**config.mk**
```make
export PLATFORM = sky130hd
export DESIGN_NAME = tmr_regs
export DESIGN_NICKNAME = d
export VERILOG_FILES = /design/src/tmr_pkg.sv /design/src/tmr_regs.sv
export SDC_FILE = /design/constraint.sdc
export NUM_CORES = 1
export LEC_CHECK = 0
export ABC_AREA = 1
export BUFFER_PORTS_ARGS = -buffer_cell sky130_fd_sc_hd__buf_2
export CORE_MARGIN = 4
export CORE_UTILIZATION = 50
export DETAILED_ROUTE_END_ITERATION = 8
export GPL_TIMING_DRIVEN = 0
export HOLD_SLACK_MARGIN = 0.03
export PLACE_DENSITY = 0.85
export SETUP_SLACK_MARGIN = 0.05
export SLEW_MARGIN = 0
export SYNTH_ARGS = -nofsm -noshare
export SYNTH_HDL_FRONTEND = slang
export SYNTH_SLANG_ARGS = --single-unit
```
**constraint.sdc**
```tcl
create_clock -name core_clk -period 1.41 [get_ports core_clk]
set_clock_uncertainty 0.15 [all_clocks]
set_input_delay 0.141 -clock core_clk [delete_from_list [all_inputs] [get_ports core_clk]]
set_output_delay 0.141 -clock core_clk [all_outputs]
set_load 0.01 [all_outputs]
```
**src/tmr_pkg.sv**
```systemverilog
// package for the thermal monitor lower register map
// assumes a byte-wide register access port driven by an smbus engine
package tmr_pkg;

	// ----------------------------------------------------------------
	// register offsets
	// ----------------------------------------------------------------
	localparam logic [7:0] ADDR_INT_TEMP      = 8'h00;
	localparam logic [7:0] ADDR_R1_TEMP       = 8'h01;
	localparam logic [7:0] ADDR_STATUS        = 8'h02;
	localparam logic [7:0] ADDR_CFG           = 8'h03;
	localparam logic [7:0] ADDR_RATE          = 8'h04;
	localparam logic [7:0] ADDR_INT_HI        = 8'h05;
	localparam logic [7:0] ADDR_INT_LO        = 8'h06;
	localparam logic [7:0] ADDR_R1_HI_INT     = 8'h07;
	localparam logic [7:0] ADDR_R1_LO_INT     = 8'h08;
	localparam logic [7:0] ADDR_CFG_ALIAS     = 8'h09;
	localparam logic [7:0] ADDR_RATE_ALIAS    = 8'h0A;
	localparam logic [7:0] ADDR_INT_HI_ALIAS  = 8'h0B;
	localparam logic [7:0] ADDR_INT_LO_ALIAS  = 8'h0C;
	localparam logic [7:0] ADDR_R1_HI_ALIAS   = 8'h0D;
	localparam logic [7:0] ADDR_R1_LO_ALIAS   = 8'h0E;
	localparam logic [7:0] ADDR_R1_FRAC       = 8'h10;
	localparam logic [7:0] ADDR_R1_HI_FRAC    = 8'h13;
	localparam logic [7:0] ADDR_R1_LO_FRAC    = 8'h14;
	localparam logic [7:0] ADDR_R2_HI_INT     = 8'h15;
	localparam logic [7:0] ADDR_R2_LO_INT     = 8'h16;
	localparam logic [7:0] ADDR_R2_HI_FRAC    = 8'h17;
	localparam logic [7:0] ADDR_R2_LO_FRAC    = 8'h18;
	localparam logic [7:0] ADDR_R1_CRIT       = 8'h19;
	localparam logic [7:0] ADDR_R2_CRIT       = 8'h1A;
	localparam logic [7:0] ADDR_FAULT         = 8'h1B;
	localparam logic [7:0] ADDR_PIN_VOLT      = 8'h1C;
	localparam logic [7:0] ADDR_SHDN_LINK     = 8'h1D;
	localparam logic [7:0] ADDR_HW_SHDN       = 8'h1E;
	localparam logic [7:0] ADDR_IRQ_MASK      = 8'h1F;
	localparam logic [7:0] ADDR_INT_CRIT      = 8'h20;

	// ----------------------------------------------------------------
	// reset values and codes
	// ----------------------------------------------------------------
	localparam logic [7:0] RST_ZERO           = 8'h00;
	localparam logic [7:0] RST_RATE           = 8'h06;
	localparam logic [7:0] RST_LIMIT_HI       = 8'h55;
	localparam logic [7:0] RST_IRQ_MASK       = 8'hF0;
	localparam logic [7:0] FAULT_TEMP_CODE    = 8'h80;

	// ----------------------------------------------------------------
	// status field positions
	// ----------------------------------------------------------------
	localparam int STATUS_FAULT_BIT = 2;

endpackage : tmr_pkg

```
**src/tmr_regs.sv**
```systemverilog
// lower register map (00h..20h) of a multi-channel temperature monitor
// assumes the smbus engine presents one byte access per pulse on reg_rd
// or reg_wr, synchronous to core_clk; measurement logic feeds the
// temperature, event and fault inputs
//
// Overview of operation
// - registers reached only through the smbus register access port
// - unlisted addresses ignore writes and read as zero
// - general configuration shared at 03h and 09h, reset 00h
// - conversion rate shared at 04h and 0Ah, reset 06h
// - internal high limit shared at 05h and 0Bh, reset 55h
// - internal low limit shared at 06h and 0Ch, reset 00h
// - remote 1 high limit integer shared at 07h and 0Dh, reset 55h
// - remote 1 low limit integer shared at 08h and 0Eh, reset 00h
// - main status at 02h, reset 00h, clears set bits on read
// - per-channel diode fault flags at 1Bh, reset 00h, clear on read
// - temperatures as read-only integer and fraction bytes, reset zero
// - writable critical limits 19h, 1Ah, 20h resetting to 55h
// - 1Ch returns the threshold pin voltage, read-only
// - 1Eh returns selected hardware shutdown limit, read-only
// - 1Dh selects channels driving the shutdown output, reset 00h
// - 1Fh holds per-channel interrupt masks, reset F0h
// - remote 1 fraction limits at 13h and 14h, reset 00h
// - remote 2 limits at 15h..18h, resets 55h,00h,00h,00h
// - diode fault forces integer byte to 80h and sets status fault
`timescale 1ns/10ps

module tmr_regs
(
	// clock and reset
	input  wire logic        core_clk,
	input  wire logic        srst,
	// register access from the smbus engine
	input  wire logic [7:0]  reg_addr,
	input  wire logic [7:0]  reg_wdata,
	input  wire logic        reg_wr,
	input  wire logic        reg_rd,
	output logic      [7:0]  reg_rdata,
	output logic             reg_rvalid,
	// measurement results
	input  wire logic        meas_valid,
	input  wire logic [7:0]  int_temp_meas,
	input  wire logic [7:0]  r1_temp_meas,
	input  wire logic [7:0]  r1_frac_meas,
	input  wire logic [7:0]  pin_volt_meas,
	input  wire logic [7:0]  hw_shdn_limit,
	// events
	input  wire logic [7:0]  status_set,
	input  wire logic [7:0]  diode_fault,
	input  wire logic        int_diode_fault,
	// configuration seen by the core
	output logic      [7:0]  general_config,
	output logic      [7:0]  sample_rate_select,
	output logic      [7:0]  shutdown_channel_link,
	output logic      [7:0]  channel_irq_mask
);

	// ----------------------------------------------------------------
	// storage
	// ----------------------------------------------------------------
	logic [7:0] cfg_q, rate_q, int_hi_q, int_lo_q;
	logic [7:0] r1_hi_q, r1_lo_q, r1_hi_f_q, r1_lo_f_q;
	logic [7:0] r2_hi_q, r2_lo_q, r2_hi_f_q, r2_lo_f_q;
	logic [7:0] r1_crit_q, r2_crit_q, int_crit_q;
	logic [7:0] shdn_q, mask_q;
	logic [7:0] int_temp_q, r1_temp_q, r1_frac_q, volt_q, hw_q;
	logic [7:0] status_q, fault_q;
	logic [7:0] rdata_q;
	logic       rvalid_q;

	// ----------------------------------------------------------------
	// decode
	// ----------------------------------------------------------------
	function automatic logic hit(input logic [7:0] a, input logic [7:0] b);
		hit = (a == b);
	endfunction : hit

	function automatic logic hit2(input logic [7:0] a,
		input logic [7:0] b, input logic [7:0] c);
		hit2 = (a == b) || (a == c);
	endfunction : hit2

	wire wr_cfg     = reg_wr && hit2(reg_addr, tmr_pkg::ADDR_CFG,
		tmr_pkg::ADDR_CFG_ALIAS);
	wire wr_rate    = reg_wr && hit2(reg_addr, tmr_pkg::ADDR_RATE,
		tmr_pkg::ADDR_RATE_ALIAS);
	wire wr_int_hi  = reg_wr && hit2(reg_addr, tmr_pkg::ADDR_INT_HI,
		tmr_pkg::ADDR_INT_HI_ALIAS);
	wire wr_int_lo  = reg_wr && hit2(reg_addr, tmr_pkg::ADDR_INT_LO,
		tmr_pkg::ADDR_INT_LO_ALIAS);
	wire wr_r1_hi   = reg_wr && hit2(reg_addr, tmr_pkg::ADDR_R1_HI_INT,
		tmr_pkg::ADDR_R1_HI_ALIAS);
	wire wr_r1_lo   = reg_wr && hit2(reg_addr, tmr_pkg::ADDR_R1_LO_INT,
		tmr_pkg::ADDR_R1_LO_ALIAS);
	wire wr_r1_hi_f = reg_wr && hit(reg_addr, tmr_pkg::ADDR_R1_HI_FRAC);
	wire wr_r1_lo_f = reg_wr && hit(reg_addr, tmr_pkg::ADDR_R1_LO_FRAC);
	wire wr_r2_hi   = reg_wr && hit(reg_addr, tmr_pkg::ADDR_R2_HI_INT);
	wire wr_r2_lo   = reg_wr && hit(reg_addr, tmr_pkg::ADDR_R2_LO_INT);
	wire wr_r2_hi_f = reg_wr && hit(reg_addr, tmr_pkg::ADDR_R2_HI_FRAC);
	wire wr_r2_lo_f = reg_wr && hit(reg_addr, tmr_pkg::ADDR_R2_LO_FRAC);
	wire wr_r1_crit = reg_wr && hit(reg_addr, tmr_pkg::ADDR_R1_CRIT);
	wire wr_r2_crit = reg_wr && hit(reg_addr, tmr_pkg::ADDR_R2_CRIT);
	wire wr_in_crit = reg_wr && hit(reg_addr, tmr_pkg::ADDR_INT_CRIT);
	wire wr_shdn    = reg_wr && hit(reg_addr, tmr_pkg::ADDR_SHDN_LINK);
	wire wr_mask    = reg_wr && hit(reg_addr, tmr_pkg::ADDR_IRQ_MASK);

	wire rd_status  = reg_rd && hit(reg_addr, tmr_pkg::ADDR_STATUS);
	wire rd_fault   = reg_rd && hit(reg_addr, tmr_pkg::ADDR_FAULT);

	// a new event in the clearing cycle survives the read
	wire [7:0] status_ev = status_set |
		(int_diode_fault || (|diode_fault) ?
		8'(1 << tmr_pkg::STATUS_FAULT_BIT) : 8'h00);
	wire [7:0] status_d = (rd_status ? 8'h00 : status_q) | status_ev;
	wire [7:0] fault_d  = (rd_fault ? 8'h00 : fault_q) | diode_fault;

	// faulted channels report the fault code in the integer byte
	wire [7:0] int_temp_d = int_diode_fault ? tmr_pkg::FAULT_TEMP_CODE
		: int_temp_meas;
	wire [7:0] r1_temp_d  = diode_fault[0] ? tmr_pkg::FAULT_TEMP_CODE
		: r1_temp_meas;

	// ----------------------------------------------------------------
	// read mux
	// ----------------------------------------------------------------
	logic [7:0] rmux;
	always_comb
	begin
		unique case (reg_addr)
			tmr_pkg::ADDR_INT_TEMP:     rmux = int_temp_q;
			tmr_pkg::ADDR_R1_TEMP:      rmux = r1_temp_q;
			tmr_pkg::ADDR_R1_FRAC:      rmux = r1_frac_q;
			tmr_pkg::ADDR_STATUS:       rmux = status_q;
			tmr_pkg::ADDR_CFG,
			tmr_pkg::ADDR_CFG_ALIAS:    rmux = cfg_q;
			tmr_pkg::ADDR_RATE,
			tmr_pkg::ADDR_RATE_ALIAS:   rmux = rate_q;
			tmr_pkg::ADDR_INT_HI,
			tmr_pkg::ADDR_INT_HI_ALIAS: rmux = int_hi_q;
			tmr_pkg::ADDR_INT_LO,
			tmr_pkg::ADDR_INT_LO_ALIAS: rmux = int_lo_q;
			tmr_pkg::ADDR_R1_HI_INT,
			tmr_pkg::ADDR_R1_HI_ALIAS:  rmux = r1_hi_q;
			tmr_pkg::ADDR_R1_LO_INT,
			tmr_pkg::ADDR_R1_LO_ALIAS:  rmux = r1_lo_q;
			tmr_pkg::ADDR_R1_HI_FRAC:   rmux = r1_hi_f_q;
			tmr_pkg::ADDR_R1_LO_FRAC:   rmux = r1_lo_f_q;
			tmr_pkg::ADDR_R2_HI_INT:    rmux = r2_hi_q;
			tmr_pkg::ADDR_R2_LO_INT:    rmux = r2_lo_q;
			tmr_pkg::ADDR_R2_HI_FRAC:   rmux = r2_hi_f_q;
			tmr_pkg::ADDR_R2_LO_FRAC:   rmux = r2_lo_f_q;
			tmr_pkg::ADDR_R1_CRIT:      rmux = r1_crit_q;
			tmr_pkg::ADDR_R2_CRIT:      rmux = r2_crit_q;
			tmr_pkg::ADDR_INT_CRIT:     rmux = int_crit_q;
			tmr_pkg::ADDR_FAULT:        rmux = fault_q;
			tmr_pkg::ADDR_PIN_VOLT:     rmux = volt_q;
			tmr_pkg::ADDR_SHDN_LINK:    rmux = shdn_q;
			tmr_pkg::ADDR_HW_SHDN:      rmux = hw_q;
			tmr_pkg::ADDR_IRQ_MASK:     rmux = mask_q;
			default:                    rmux = 8'h00;
		endcase
	end

	// ----------------------------------------------------------------
	// writable registers
	// ----------------------------------------------------------------
	// every write goes through the access port only; others ignored
	// one short process per register keeps its enable beside its reset
	always_ff @(posedge core_clk)
	begin
		if (srst)
			cfg_q <= tmr_pkg::RST_ZERO;
		else if (wr_cfg)
			cfg_q <= reg_wdata;
	end

	always_ff @(posedge core_clk)
	begin
		if (srst)
			rate_q <= tmr_pkg::RST_RATE;
		else if (wr_rate)
			rate_q <= reg_wdata;
	end

	always_ff @(posedge core_clk)
	begin
		if (srst)
			int_hi_q <= tmr_pkg::RST_LIMIT_HI;
		else if (wr_int_hi)
			int_hi_q <= reg_wdata;
	end

	always_ff @(posedge core_clk)
	begin
		if (srst)
			int_lo_q <= tmr_pkg::RST_ZERO;
		else if (wr_int_lo)
			int_lo_q <= reg_wdata;
	end

	always_ff @(posedge core_clk)
	begin
		if (srst)
			r1_hi_q <= tmr_pkg::RST_LIMIT_HI;
		else if (wr_r1_hi)
			r1_hi_q <= reg_wdata;
	end

	always_ff @(posedge core_clk)
	begin
		if (srst)
			r1_lo_q <= tmr_pkg::RST_ZERO;
		else if (wr_r1_lo)
			r1_lo_q <= reg_wdata;
	end

	always_ff @(posedge core_clk)
	begin
		if (srst)
			r1_hi_f_q <= tmr_pkg::RST_ZERO;
		else if (wr_r1_hi_f)
			r1_hi_f_q <= reg_wdata;
	end

	always_ff @(posedge core_clk)
	begin
		if (srst)
			r1_lo_f_q <= tmr_pkg::RST_ZERO;
		else if (wr_r1_lo_f)
			r1_lo_f_q <= reg_wdata;
	end

	always_ff @(posedge core_clk)
	begin
		if (srst)
			r2_hi_q <= tmr_pkg::RST_LIMIT_HI;
		else if (wr_r2_hi)
			r2_hi_q <= reg_wdata;
	end

	always_ff @(posedge core_clk)
	begin
		if (srst)
			r2_lo_q <= tmr_pkg::RST_ZERO;
		else if (wr_r2_lo)
			r2_lo_q <= reg_wdata;
	end

	always_ff @(posedge core_clk)
	begin
		if (srst)
			r2_hi_f_q <= tmr_pkg::RST_ZERO;
		else if (wr_r2_hi_f)
			r2_hi_f_q <= reg_wdata;
	end

	always_ff @(posedge core_clk)
	begin
		if (srst)
			r2_lo_f_q <= tmr_pkg::RST_ZERO;
		else if (wr_r2_lo_f)
			r2_lo_f_q <= reg_wdata;
	end

	always_ff @(posedge core_clk)
	begin
		if (srst)
			r1_crit_q <= tmr_pkg::RST_LIMIT_HI;
		else if (wr_r1_crit)
			r1_crit_q <= reg_wdata;
	end

	always_ff @(posedge core_clk)
	begin
		if (srst)
			r2_crit_q <= tmr_pkg::RST_LIMIT_HI;
		else if (wr_r2_crit)
			r2_crit_q <= reg_wdata;
	end

	always_ff @(posedge core_clk)
	begin
		if (srst)
			int_crit_q <= tmr_pkg::RST_LIMIT_HI;
		else if (wr_in_crit)
			int_crit_q <= reg_wdata;
	end

	always_ff @(posedge core_clk)
	begin
		if (srst)
			shdn_q <= tmr_pkg::RST_ZERO;
		else if (wr_shdn)
			shdn_q <= reg_wdata;
	end

	always_ff @(posedge core_clk)
	begin
		if (srst)
			mask_q <= tmr_pkg::RST_IRQ_MASK;
		else if (wr_mask)
			mask_q <= reg_wdata;
	end

	// ----------------------------------------------------------------
	// measured values and status
	// ----------------------------------------------------------------
	// hardware limit has no defined reset; it simply tracks its input
	always_ff @(posedge core_clk)
	begin
		if (srst)
		begin
			int_temp_q <= tmr_pkg::RST_ZERO;
			r1_temp_q  <= tmr_pkg::RST_ZERO;
			r1_frac_q  <= tmr_pkg::RST_ZERO;
			volt_q     <= tmr_pkg::RST_ZERO;
			status_q   <= tmr_pkg::RST_ZERO;
			fault_q    <= tmr_pkg::RST_ZERO;
		end
		else
		begin
			if (meas_valid)
			begin
				int_temp_q <= int_temp_d;
				r1_temp_q  <= r1_temp_d;
				r1_frac_q  <= r1_frac_meas;
				volt_q     <= pin_volt_meas;
			end
			status_q <= status_d;
			fault_q  <= fault_d;
		end
	end

	always_ff @(posedge core_clk)
	begin
		hw_q <= hw_shdn_limit;
	end

	// ----------------------------------------------------------------
	// read data
	// ----------------------------------------------------------------
	always_ff @(posedge core_clk)
	begin
		if (srst)
		begin
			rdata_q  <= tmr_pkg::RST_ZERO;
			rvalid_q <= 1'b0;
		end
		else
		begin
			rvalid_q <= reg_rd;
			rdata_q  <= reg_rd ? rmux : 8'h00;
		end
	end

	assign reg_rdata             = rdata_q;
	assign reg_rvalid            = rvalid_q;
	assign general_config        = cfg_q;
	assign sample_rate_select    = rate_q;
	assign shutdown_channel_link = shdn_q;
	assign channel_irq_mask      = mask_q;

endmodule : tmr_regs

```
* Word level (Yosys, flattened, before mapping) *
Index checks and enable logic that the tools add are counted.

word-level totals
  bits in registers = 201
  output and inout bits = 41

operators by class
  bitwise operators = 4
  reduce and logical (&&, ||, !) cells = 35
  equality and inequality tests = 29
  mux-type cells = 6

operator list
  cell                number
  $pmux 8 s24         1
  $eq 8x5->1 const B  14
  $eq 8x4->1 const B  7
  $eq 8x3->1 const B  4
  $mux 8              4
  $logic_and 1x1->1   19
  $eq 8x2->1 const B  2
  $or 8x8->8          2
  $reduce_or 2->1     7
  $eq 8x1->1 const B  1
  $eq 8x6->1 const B  1
  $logic_not 8->1     1
  $or 8x3->8          1
  $reduce_or 8->1     1
  $logic_or 1x1->1    7
  $mux 3              1
  $not 1->1           1

* Logic depth before layout (Yosys ltp) *
  depth after elaboration = 5
  gate-level depth with buffers = 11
  depth with buffers taken out = 10

* Least setup slack after synthesis *
No wires, ideal clock.

  path type = input-to-reg
  from = in reg_addr[3]
  to = reg r1_lo_f_q[6]
  stages on the path = 7
  setup slack = -0.028 ns
  path buffers = 1
  arrival time = 1.169 ns
  required time = 1.141 ns
  cell sequence = inv_1 nand2_1 nor2_2 nand3_1 buf_2 o21ai_0 a21oi_1

on the way
  longest elaborated chain between the ends = 2

ends and longest elaborated chain
  what                  RTL line         RTL
  start, declared       tmr_regs.sv:34   input wire logic [7:0] reg_addr,
  $eq 8x5->1            tmr_regs.sv:75   hit = (a == b);
  $logic_and 1x1->1     tmr_regs.sv:96   wire wr_r1_lo_f = reg_wr && hit(reg_addr, tmr_pkg::ADDR_R1_LO_FRAC);
  end signal, assigned  tmr_regs.sv:228  r1_lo_f_q <= tmr_pkg::RST_ZERO;
  end signal, assigned  tmr_regs.sv:230  r1_lo_f_q <= reg_wdata;
  end, declared         tmr_regs.sv:62   logic [7:0] r1_hi_q, r1_lo_q, r1_hi_f_q, r1_lo_f_q;

Every way passes these cells.
A chain may end at the register's enable or synchronous reset.

* Final worst setup path *
  from = in reg_addr[0]
  to = reg rdata_q[5] (netlist: reg_rdata[5])

on the way
  longest elaborated chain between the ends = 3
  elaborated cells between the ends (all ways) = 37
  classes of those cells = 29 x eq/ne; 1 x mux; 7 x reduce/logical

ends and longest elaborated chain
  what                                      RTL line         RTL
  $eq 8x4->1, or another cell as far along  tmr_regs.sv:129  unique case (reg_addr)
  $reduce_or 2->1                           tmr_regs.sv:129
  $pmux 8 s24 *                             tmr_regs.sv:129
  end signal, assigned                      tmr_regs.sv:346  rdata_q <= tmr_pkg::RST_ZERO;
  end signal, assigned                      tmr_regs.sv:352  rdata_q <= reg_rd ? rmux : 8'h00;
  end, declared                             tmr_regs.sv:68   logic [7:0] rdata_q;

Mark *: on every way between the ends. The rest lies on a longest branch, timed or not.

==> results.md <==
- Status: finished, violations left
- Met2 GRT Util: 51.46%
- Crit path launch type: input pin
- Initial Util: between 50% and 60%
- Initial antenna violation count: 1
- Area leader, netlist: dfxtp_1
- Core area: 17,300 µm²
- Minimum clock period: 1.423 ns
- VDD IR max: 0.9328 mV
- CTS tree: yes
- Std-Cell Rows: 48
- Per-cell routed wire length: 19.22 µm
- GRT Total Usage: 32.17%
- Number of global-route vias before repair: roughly 10,000
- Vias: approximately 10,000
- Layout Utilization: 66.73%
- Period utilisation layout: 100.9%
- Max FO, Critical Path: 10
- Post-route ant nets: 0
- GR peak layer: met2
- Via density: 5.977
- GR Layer Usage met3: around 7.6%
- Worst-Skew Late Latency: 0.51 ns
- Lkg Pwr: between 5 and 6 nW
- IO buf count: 115
- Met1 usage: 40.29%
- GRT Residual Overflow: 0
- Sequential area share after synthesis: between 40 and 50%
- Final setup viols: 1
- Yosys Warn Count: 0
- CP required: 1.66 ns
- Die W: 140.9 µm
- I/O Pins: between 100 and 150
- CTS sink cnt: 201
- Post-DP HPWL: 21.49 mm
- Largest net degree at the start of global routing: 15
- DRC Markers: 0
- Hold Path Class: input pin to register
- Fmax: 0.7027 GHz
- Slew HR: 46.89%
- Fin area: 11,540 µm²
- Mapped Nets: 1,373
- Die Height: around 140 µm
- Crit end category: register
- Violated checks: setup timing
- Clk slew on worst S/H paths: ~0.06 ns
- Iter 0 DRT Violations: ~1,500
- Total CTS buffers: 21
- Max-Cap Viols: 0
- Synth area leaders: dfxtp_1 46%, nand2_1 14%, nand3_1 12%, a21oi_1 7.9%, nor2_1 5.7%
- H-Tree Depth: 1
- Crit path DAT: about 1.7 ns
- Synth top area share: 45.55%
- Share of layout cells above drive strength 1: 19.42%
- #FFs+latches synth: 201
- 1st-pass router iterations: 8
- Max-slew violation count: 0
- Synth cell types: 25
- PD cells: 1061 nW/µm²
- Kind of critical path: input pin to register
- First-pass GRT wire length: 51.13 mm
- Post-synthesis cell count: 1,295
- Clock buffer depth: 3
- Final Hold Vio Count: 0
- Setup ws final: -0.01304 ns
- Area grow syn2layout: 30.67%
- RSZ-0062 raised after global routing: yes
- Mapped Area: 8833 µm²
- Least-Margin Pin Slew: between 0.7 and 0.8 ns
- Nets: 1,594
- Routability cong.: 1.023
- WL final: roughly 34 mm
- Dpl cell area: slightly below 10,000 µm²
- DIE AREA: 19,860 µm²
- Mean Syn Cell Area: slightly below 7 µm²
- CTS Root Buffer Type: clkbuf_16
-- report_power, final --
group / switching, mW / internal [mW] / leakage, nW
combinational: 0.686 / 0.377 / 3.11
clock: 2.29 / 3.05 / 0.322
sequential: 0.0668 / 5.79 / 1.64
total: 3.04 / 9.21 / 5.07
-- timing repair --
| item | in CTS | in global routing |
|---|---|---|
| pin swaps | 1 | 11 |
| buffers inserted | 1 | 12 |
| endpoints found under the hold margin | 112 | 0 |
| endpoints found under the setup margin | 35 | 122 |
| resized for setup | 27 | 95 |
| hold buffers | 69 | 0 |
| cloned | 0 | 1 |
-- per-stage QoR --
stage          instances  power (mW)  hold slack [ns]  TNS [ns]  setup WS [ns]
2_1_floorplan       1295       6.361          0.01872         0        0.04456
4_1_cts             1741       12.09          0.05549         0        0.03486
6_report            1755       12.25          0.04394  -0.01304       -0.01304
5_1_grt             1755       12.54          0.06386  -0.09415       -0.02967
3_5_place_dp        1635       6.721          0.09458    -70.21        -0.6870
3_3_place_gp        1635       6.706          0.09369    -62.37        -0.6533
-- per-layer routing --
metal	share of wire (%)	up-vias
met5	0	-
met4	6.7	0
met3	12	222
met2	45	841
met1	36	4767
li1	-	4659
-- placed cells by master (no fill, tap or decap), types with 2 or more instances in the layout --
master         Yosys  final
nor2_1           134    114
clkbuf_2           0      2
nor3_1             3      3
inv_4              0      3
dfxtp_1          201    194
nand3_1          204    195
nor2_4             1     21
clkbuf_8           0      6
buf_2             29    128
clkbuf_16          0     21
nand3_2            1      9
o21ai_0           87     86
inv_2              5      6
dfxtp_2            0      7
nand2_4            4     10
clkinv_1           4      2
buf_4              2     22
buf_6              0      5
dlygate4sd3_1      0     69
clkbuf_1          29     30
nand2_1          331    309
o211ai_1           2      2
clkbuf_4           0      5
nand2_2            4     20
clkinv_2           4      9
nor2_2            13     14
a21oi_1          140    136
inv_1             91     88
a21oi_2            2      5
-- area by class of cell --
cell class	count	area [µm²]
clock buffers	31	623.1
well taps	225	281.5
flip-flops and latches	201	4033
plain buffers	61	346.6
diodes	1	2.502
clock inverters	5	27.53
multi-input cells	930	4458
repair buffers	197	1366
inverters	104	404.1
fillers	1348	5754
-- cell families after synthesis --
logic type | after synthesis | synth area share, %
compound gates | 232 | 13.30
simple gates | 697 | 33.58
buf+inv | 165 | 7.564
flops | 201 | 45.55
-- cell usage after synthesis, drive strengths merged --
cell    count
o21ai      87
nor4        1
inv        96
a21oi     142
a31oi       1
buf        32
nor3        3
clkinv      8
dfxtp     201
clkbuf     29
o211ai      2
nor2      148
nand2     339
nand3     205
nand4       1
-- worst max-delay path, stage by stage --
cell      delay, ns
buf_2          0.17
nor2_2         0.22
nand2_2        0.16
inv_4          0.14
clkbuf_4       0.23
nand3_1        0.09
nand2_1        0.13
nor2_1         0.06
nand2_1        0.07
nor2_1         0.06
a21oi_1        0.21
-- final timing paths --
check             cells after the start  slack [ns]           end                start
setup / recovery                     11       -0.01  reg_rdata[5]          reg_addr[0]
hold reg to reg                       2        0.30    r2_lo_q[2]           r2_lo_q[2]
setup reg to reg                      6        0.07  reg_rdata[4]  channel_irq_mask[4]
hold / removal                        4        0.04  r2_lo_f_q[0]               reg_wr
Note: power is estimated with default switching activity, not from simulation.
